==> src/inc/adc_sar_defs.svh <==
// constants of the successive-approximation converter control block
`ifndef ADC_SAR_DEFS_SVH
`define ADC_SAR_DEFS_SVH
// register indices; byte address is four times the index
`define RESULT_IDX   12'h0d0
`define CONTROL_IDX  12'h0d1
`define IRQ_STS_IDX  12'h0d8
`define IRQ_MSK_IDX  12'h0d9
// control field positions
`define CTRL_IRQ_EN  7
`define CTRL_EOC     6
`define CTRL_START   5
`define CTRL_POWER   4
`define CTRL_RESET   8'h40
// event status bits
`define EV_DONE      0
`define EV_ABORT     1
`define EV_W         2
// sequencing clock is the oscillator divided by this
`define ADC_CLK_DIV  12
`define ADC_BITS     8
`define RESP_OKAY    2'b00
`define RESP_SLVERR  2'b10
`endif

==> src/inc/adc_sar_pkg.sv <==
// types of the successive-approximation converter control block
package adc_sar_pkg;
  typedef enum logic [2:0] {
    ST_IDLE = 3'b001,
    ST_CONV = 3'b010,
    ST_OFF  = 3'b100
  } conv_state_t;

  typedef struct packed {
    logic irq_en;
    logic eoc;
    logic power;
  } ctrl_t;

  typedef struct packed {
    logic [11:0] addr;
    logic [31:0] data;
    logic [3:0]  strb;
  } wr_req_t;
endpackage

==> src/rtl/adc_sar_control.sv <==
// successive-approximation converter control with its register slave
`timescale 1ns/1ps
`include "adc_sar_defs.svh"
//
// What this block does
// control register at index 0d1h: enable 7, done 6, start 5, power 4.
// read-only 8-bit result register at index 0d0h, bit 7 most significant.
// control bit 7 enables the converter interrupt; zero disables it. Status bits enabled in msk_q still raise irq while bit 7 is zero.
// done flag sets when a conversion finishes; software writes ignored.
// writing the start bit clears the done flag.
// result is valid only while the done flag is one.
// done flag serves as the interrupt pending bit.
// writing one to start begins a conversion when the power bit is one.
// start during a conversion abandons it and begins a fresh one.
// start bit is write-only and reads as zero.
// power bit one keeps converter active; zero puts it in power-down idle.
// in wait mode the converter keeps running and completes.
// the end-of-conversion interrupt wakes the processor from wait.
// sequencing steps at the oscillator clock divided by twelve.
// reset stops conversion, loads control with 40h, masks interrupt.
// interrupt on vector four requested when the done flag sets.
// one result bit resolved per step, most significant first.
// interrupt asserted while enable and done are both one.
// result holds until next completion; unused control bits read zero.
module adc_sar_control
  import adc_sar_pkg::*;
#(
  parameter int ADDR_W = 12,
  parameter int DIV    = `ADC_CLK_DIV
) (
  input  wire logic              aclk,
  input  wire logic              aresetn,
  input  wire logic [ADDR_W-1:0] s_axi_awaddr,
  input  wire logic              s_axi_awvalid,
  output logic                   s_axi_awready,
  input  wire logic [31:0]       s_axi_wdata,
  input  wire logic [3:0]        s_axi_wstrb,
  input  wire logic              s_axi_wvalid,
  output logic                   s_axi_wready,
  output logic [1:0]             s_axi_bresp,
  output logic                   s_axi_bvalid,
  input  wire logic              s_axi_bready,
  input  wire logic [ADDR_W-1:0] s_axi_araddr,
  input  wire logic              s_axi_arvalid,
  output logic                   s_axi_arready,
  output logic [31:0]            s_axi_rdata,
  output logic [1:0]             s_axi_rresp,
  output logic                   s_axi_rvalid,
  input  wire logic              s_axi_rready,
  input  wire logic              comp_above,
  output logic [7:0]             dac_trial,
  output logic                   conv_busy,
  output logic                   converter_on,
  input  wire logic              wait_mode,
  output logic                   wake_req,
  output logic                   irq
);
  import adc_sar_pkg::*;

  localparam int DW       = $clog2(DIV);
  localparam int CONV_CYC = `ADC_BITS * DIV;
  localparam logic [7:0] CTRL_RST = `CTRL_RESET;

  // held write address is twelve bits wide; other widths would alias
  if (DIV < 2 || DIV > 255 || ADDR_W != 12) begin : g_bad_param
    $error("adc_sar_control: unsupported DIV or ADDR_W");
  end

  function automatic logic [ADDR_W-1:0] byte_addr(input logic [11:0] idx);
    byte_addr = ADDR_W'({idx, 2'b00});
  endfunction

  //////////////////////////////////////////////////////////////////////////
  // register bus slave
  conv_state_t       state_q;
  ctrl_t             ctrl_q;
  wr_req_t           wr_q;
  logic              aw_have_q;
  logic              w_have_q;
  logic              bvalid_q;
  logic [1:0]        bresp_q;
  logic              rvalid_q;
  logic [1:0]        rresp_q;
  logic [31:0]       rdata_q;
  logic [7:0]        result_q;
  logic [7:0]        sar_q;
  logic [2:0]        bit_q;
  logic [DW-1:0]     div_q;
  logic [`EV_W-1:0]  sts_q;
  logic [`EV_W-1:0]  msk_q;

  wire aw_fire = s_axi_awvalid & s_axi_awready;
  wire w_fire  = s_axi_wvalid & s_axi_wready;
  wire ar_fire = s_axi_arvalid & s_axi_arready;
  wire do_wr   = aw_have_q & w_have_q;

  wire wa_ctrl = wr_q.addr[ADDR_W-1:0] == byte_addr(`CONTROL_IDX);
  wire wa_sts  = wr_q.addr[ADDR_W-1:0] == byte_addr(`IRQ_STS_IDX);
  wire wa_msk  = wr_q.addr[ADDR_W-1:0] == byte_addr(`IRQ_MSK_IDX);
  wire wa_res  = wr_q.addr[ADDR_W-1:0] == byte_addr(`RESULT_IDX);
  wire wa_ok   = wa_ctrl | wa_sts | wa_msk | wa_res;

  wire wr_ctrl  = do_wr & wa_ctrl & wr_q.strb[0];
  wire wr_start = wr_ctrl & wr_q.data[`CTRL_START];
  wire wr_sts   = do_wr & wa_sts & wr_q.strb[0];
  wire wr_msk   = do_wr & wa_msk & wr_q.strb[0];

  // only one outstanding write; hold both halves until the response drains
  assign s_axi_awready = ~aw_have_q & ~bvalid_q;
  assign s_axi_wready  = ~w_have_q & ~bvalid_q;
  assign s_axi_bvalid  = bvalid_q;
  assign s_axi_bresp   = bresp_q;
  assign s_axi_arready = ~rvalid_q;
  assign s_axi_rvalid  = rvalid_q;
  assign s_axi_rresp   = rresp_q;
  assign s_axi_rdata   = rdata_q;

  // start reads back as zero, unused low bits read zero
  wire [7:0] ctrl_view = {ctrl_q.irq_en, ctrl_q.eoc, 1'b0, ctrl_q.power, 4'h0};

  wire ra_res  = s_axi_araddr == byte_addr(`RESULT_IDX);
  wire ra_ctrl = s_axi_araddr == byte_addr(`CONTROL_IDX);
  wire ra_sts  = s_axi_araddr == byte_addr(`IRQ_STS_IDX);
  wire ra_msk  = s_axi_araddr == byte_addr(`IRQ_MSK_IDX);
  wire [31:0] rd_mux = ra_res  ? {24'h0, result_q} :
                       ra_ctrl ? {24'h0, ctrl_view} :
                       ra_sts  ? {30'h0, sts_q} :
                       ra_msk  ? {30'h0, msk_q} : 32'h0;
  wire rd_ok = ra_res | ra_ctrl | ra_sts | ra_msk;

  always_ff @(posedge aclk) begin
    if (!aresetn) begin
      aw_have_q <= 1'b0;
      w_have_q  <= 1'b0;
      wr_q      <= '0;
      bvalid_q  <= 1'b0;
      bresp_q   <= `RESP_OKAY;
    end else begin
      if (aw_fire) begin
        aw_have_q    <= 1'b1;
        wr_q.addr    <= 12'(s_axi_awaddr);
      end
      if (w_fire) begin
        w_have_q     <= 1'b1;
        wr_q.data    <= s_axi_wdata;
        wr_q.strb    <= s_axi_wstrb;
      end
      if (do_wr) begin
        aw_have_q <= 1'b0;
        w_have_q  <= 1'b0;
        bvalid_q  <= 1'b1;
        bresp_q   <= wa_ok ? `RESP_OKAY : `RESP_SLVERR;
      end else if (bvalid_q && s_axi_bready) begin
        bvalid_q  <= 1'b0;
      end
    end
  end

  always_ff @(posedge aclk) begin
    if (!aresetn) begin
      rvalid_q <= 1'b0;
      rresp_q  <= `RESP_OKAY;
      rdata_q  <= 32'h0;
    end else if (ar_fire) begin
      rvalid_q <= 1'b1;
      rresp_q  <= rd_ok ? `RESP_OKAY : `RESP_SLVERR;
      rdata_q  <= rd_mux;
    end else if (rvalid_q && s_axi_rready) begin
      rvalid_q <= 1'b0;
    end
  end

  //////////////////////////////////////////////////////////////////////////
  // conversion sequencer
  wire busy    = state_q == ST_CONV;
  wire tick    = busy & (div_q == DW'(DIV - 1));
  wire [7:0] bit_mask = 8'h01 << bit_q;
  // trial bit kept only when the input sits above the trial level
  wire [7:0] sar_fin = comp_above ? sar_q : (sar_q & ~bit_mask);
  wire done_ev = tick & (bit_q == 3'h0);
  wire power_d  = wr_ctrl ? wr_q.data[`CTRL_POWER] : ctrl_q.power;
  wire abort_ev = busy & (wr_start | ~power_d);

  always_ff @(posedge aclk) begin
    if (!aresetn) begin
      state_q  <= ST_OFF;
      sar_q    <= 8'h00;
      bit_q    <= 3'h7;
      div_q    <= '0;
      result_q <= 8'h00;
    end else if (!power_d) begin
      state_q  <= ST_OFF;
      div_q    <= '0;
    end else if (wr_start) begin
      state_q  <= ST_CONV;
      sar_q    <= 8'h80;
      bit_q    <= 3'h7;
      div_q    <= '0;
    end else if (busy) begin
      // wait_mode is deliberately not looked at: conversion runs on
      div_q <= tick ? '0 : div_q + DW'(1);
      if (tick) begin
        if (bit_q == 3'h0) begin
          state_q  <= ST_IDLE;
          result_q <= sar_fin;
        end else begin
          sar_q <= sar_fin | (bit_mask >> 1);
          bit_q <= bit_q - 3'h1;
        end
      end
    end else begin
      state_q <= ST_IDLE;
    end
  end

  //////////////////////////////////////////////////////////////////////////
  // control flags, event status and interrupt
  always_ff @(posedge aclk) begin
    if (!aresetn) begin
      ctrl_q <= ctrl_t'({CTRL_RST[`CTRL_IRQ_EN], CTRL_RST[`CTRL_EOC],
                         CTRL_RST[`CTRL_POWER]});
    end else begin
      if (wr_ctrl) begin
        ctrl_q.irq_en <= wr_q.data[`CTRL_IRQ_EN];
        ctrl_q.power  <= wr_q.data[`CTRL_POWER];
      end
      // a fresh start outranks the completion of the abandoned run
      if (wr_start) begin
        ctrl_q.eoc <= 1'b0;
      end else if (done_ev) begin
        ctrl_q.eoc <= 1'b1;
      end
    end
  end

  wire [`EV_W-1:0] ev_set = {abort_ev, done_ev};
  wire [`EV_W-1:0] ev_clr = wr_sts ? wr_q.data[`EV_W-1:0] : '0;

  always_ff @(posedge aclk) begin
    if (!aresetn) begin
      sts_q <= '0;
      msk_q <= '0;
    end else begin
      sts_q <= (sts_q & ~ev_clr) | ev_set;
      if (wr_msk) begin
        msk_q <= wr_q.data[`EV_W-1:0];
      end
    end
  end

  // level request on the converter vector (#4)
  assign irq          = (ctrl_q.irq_en & ctrl_q.eoc) | (|(sts_q & msk_q));
  assign wake_req     = wait_mode & irq;
  assign dac_trial    = sar_q;
  assign conv_busy    = busy;
  assign converter_on = ctrl_q.power;

  //////////////////////////////////////////////////////////////////////////
  // checks
  logic [15:0] run_cnt_q;
  logic        rd_ctrl_q;
  always_ff @(posedge aclk) begin
    if (!aresetn) begin
      run_cnt_q <= '0;
      rd_ctrl_q <= 1'b0;
    end else begin
      run_cnt_q <= (wr_start && power_d) ? 16'h1 : busy ? run_cnt_q + 16'h1 : 16'h0;
      if (ar_fire) begin
        rd_ctrl_q <= ra_ctrl;
      end
    end
  end
endmodule

==> config.mk <==
export PLATFORM = sky130hd
export DESIGN_NAME = adc_sar_control
export DESIGN_NICKNAME = d
export VERILOG_FILES = /design/src/inc/adc_sar_pkg.sv /design/src/rtl/adc_sar_control.sv
export VERILOG_INCLUDE_DIRS = /design/src /design/src/inc
export SDC_FILE = /design/constraint.sdc
export NUM_CORES = 1
export LEC_CHECK = 0
export BUFFER_PORTS_ARGS = -buffer_cell sky130_fd_sc_hd__buf_2
export CORE_AREA = 2 2 88 90
export DETAILED_ROUTE_END_ITERATION = 16
export DIE_AREA = 0 0 90 92
export PLACE_DENSITY = 0.75
export REMOVE_ABC_BUFFERS = 1
export SLEW_MARGIN = 5
export SYNTH_ARGS = -nofsm -noshare
export SYNTH_HDL_FRONTEND = slang
export SYNTH_SLANG_ARGS = --single-unit
==> constraint.sdc <==
create_clock -name aclk -period 2.4 [get_ports aclk]
set_clock_uncertainty 0.2 [all_clocks]
set_input_delay 0 -clock aclk [delete_from_list [all_inputs] [get_ports aclk]]
set_output_delay 0 -clock aclk [all_outputs]
set_load 0.02 [all_outputs]
==> flow_summary.yaml <==
placed_design:
  port_buffers: 65
  gp_congestion: 0.820
  hpwl_um: 5130
hold_path:
  min_path_type: "in2reg"
  holdCritStartpoint: "s_axi_araddr[3]"
worst_setup_path:
  critPathLaunchType: "register"
  crit_path_max_fanout: 13
  r2r_start: "wr_q[41]"
  critPathLaunch: "wr_q[41]"
  end_kind: "register"
  arrival_ns: 2.39
  required_ns: 2.42
  critical_path_class: "reg2reg"
clock_network:
  numClockSinks: 65
  clock-root-buffer: "clkbuf_8"
  clock_path_buffers: 2
  cts.htree.levels: 3
  numCtsBuffers: 9
  clkLatencyLatePin_ns: 0.34
  cts_tree: "done"
  path_clk_slew_ns: 0.07
floorplan:
  coreArea_um2: 7450
  num_rows: 32
  chipWidth_um: 90
  die_area_um2: 8280
  die_height_um: 92
  num_io_pins: 122
  initial_core_util_pct: 42.2
power_and_ir_drop:
  p_switching_mw: 0.569
  power_density_nw_per_um2: 587
  swShare_pct: 23.1
  p_seq_share_pct: 46.1
  power_frac_comb_pct: 10.5
  ir_drop_uv: 295
  p_leak_nw: 1.77
  p_int_mw: 1.89
  clkPwrFrac_pct: 43.5
global_routing:
  grt_pass1_wl_um: 12600
  grt_antenna_before_repair: 0
  grt_pass1_vias: 2747
  track_usage_pct: 18.8
  grt_max_degree: 23
  grt_overflow_total: 0
synthesis:
  ys_warn_count: 0
  ys_types: 49
  seq_area_frac_synth_pct: 41.5
  synth_enable_flop_cells: 0
  async_flop_share_pct: 0
  ys.flop_type: "dfxtp_1"
  ys_seq_elements: 65
  syn_avg_cell_area_um2: 8.94
  synth_cells: 351
  syn_area_um2: 3140
routing:
  drc: 0
  drt_pass1_iterations: 4
  avgViaCountPerCell: 4.98
  wirelength_um: 7910
  route.detailed.wl_per_inst_um: 13.9
  ant_nets: 0
  drtIter0Drc: 197
  vias: 2831
final_layout:
  final_common_cell: "buf_2"
  mostFrequentLayoutCells: "buf_2 (66), dfxtp_1 (60), nand2_1 (51)"
  seq_area_um2: 1310
  diodes: 0
  drive_above_1_share_pct: 24.9
  fin_nets: 537
  fillers: 643
  multi_input_area_um2: 1700
  areaGrowthSynthToFinish_pct: 33.4
timing:
  fin_tns_setup_ns: 0
  fmaxAchievable_mhz: 422
  fin_hold_ws_ns: 0.000451
  hold_viol: 0
  slew_headroom_pct: 64.7
  drv_slew: 0
  fin_crit_sh_pct: 98.7
  period_needed_ns: 2.37
  finalSetupViolCount: 0
  grt_setup_unrepaired: "true"
  tightest_slew_ns: 0.529
status:
  status: "complete, no violations"
run:
  drv_cap: 0
[critical path, cell delays in order, from the launching register on]
cell and delay, ns:
dfxtp_2 0.33, or4bb_4 0.56, nor4_4 0.27, buf_4 0.18, mux2_4 0.38, o31ai_2 0.23
a21boi_0 0.11
[synthesized netlist by cell type (2+ instances only)]
cell type | count | area (µm²)
a21oi_1 | 15 | 75.1
o2bb2ai_1 | 6 | 52.6
nand3b_1 | 3 | 22.5
and2_1 | 3 | 18.8
nand3_1 | 19 | 95.1
buf_4 | 26 | 195
o21ai_0 | 18 | 90.1
o211a_1 | 2 | 20.0
nor2b_1 | 12 | 75.1
nor4_4 | 2 | 42.5
nand2b_1 | 4 | 25.0
inv_1 | 8 | 30.0
nand4_1 | 4 | 25.0
a21boi_1 | 6 | 45.0
mux2i_1 | 15 | 150
nor3_1 | 4 | 20.0
a31oi_1 | 3 | 18.8
nor2_1 | 11 | 41.3
dfxtp_1 | 65 | 1300
ha_1 | 6 | 75.1
a21boi_0 | 28 | 210
nand4b_1 | 2 | 17.5
clkbuf_1 | 12 | 45.0
nand2_1 | 52 | 195
[final timing paths]
kind | endpoint | slack, ns | cells past startpoint
worst max register to register | dac_trial[7] | 0.03 | 6
worst max-delay path | dac_trial[7] | 0.03 | 6
worst min-delay path | s_axi_rdata[7] | 0.0005 | 5
worst min register to register | s_axi_rdata[5] | 0.26 | 2
[metal layers]
| layer | track usage [%] | up-vias | wire [µm] | share of wire [%] |
|---|---|---|---|---|
| li1 | - | 1404 | - | - |
| met3 | 4.44 | 8 | 383 | 4.8 |
| met5 | 0 | - | 0 | 0 |
| met4 | 8.33 | 0 | 99 | 1.3 |
| met1 | 22.3 | 1325 | 3440 | 43 |
| met2 | 32.5 | 94 | 3990 | 50 |
[timing repair]
action                                 CTS  global route
gates cloned                             0             1
setup endpoints to repair                1            17
endpoints found under the hold margin   40             5
resized for setup                        1            15
pin swaps                                0             5
buffers inserted                         0             3
hold buffers                            39             2
[sequential cells by signal (all words and copies together), names as in the netlist]
| register | cells |
|---|---|
| ctrl_q | 2 |
| sts_q | 2 |
| s_axi_rvalid | 1 |
| div_q | 4 |
| state_q | 3 |
| s_axi_bvalid | 1 |
| msk_q | 2 |
| bit_q | 3 |
| s_axi_bresp | 1 |
| dac_trial | 8 |
| result_q | 8 |
| s_axi_rresp | 1 |
| s_axi_rdata | 8 |
| wr_q | 18 |
| converter_on | 1 |
| w_have_q | 1 |
| aw_have_q | 1 |
[metrics by stage]
step                      power, mW  setup WS [ns]  instances  utilization (%)  area (µm²)
after floorplan                1.27         -0.123        336                -        2980
after global placement         1.35         0.0545        509             46.7        3480
after detailed placement       1.35         0.0247        509             46.7        3480
after CTS                      2.45         0.0179        563             55.1        4100
after global routing           2.53        -0.0379        568             56.2        4190
final                          2.46         0.0302        568             56.2        4190
[power by group through the flow]
stage | registers, mW | clock network, mW | logic (mW)
after global routing | 1.14 | 1.12 | 0.281
after detailed placement | 1.15 | 0 | 0.200
after global placement | 1.15 | 0 | 0.194
final | 1.13 | 1.07 | 0.258
after floorplan | 1.15 | 0 | 0.122
after CTS | 1.13 | 1.07 | 0.249
[cells by family after synthesis]
| group | Yosys count | synth area share (%) |
|---|---|---|
| DFF | 65 | 41.5 |
| adders and majority gates | 6 | 2.39 |
| muxes | 16 | 5.26 |
| other | 1 | 0.119 |
| and+or+nand+nor | 127 | 22.0 |
| AOI/OAI and AO/OA | 88 | 19.6 |
| buffers and inverters | 48 | 9.09 |
[cell type report]
cell class / count / area share [%]
clock buffers: 13 / 4.03
clock inverters: 2 / 1.43
inverters: 8 / 0.717
multi-input cells: 263 / 40.5
flip-flops and latches: 65 / 31.2
well taps: 102 / 3.05
repair buffers: 115 / 19.1
No activity file was read; power rests on OpenSTA's default activity.
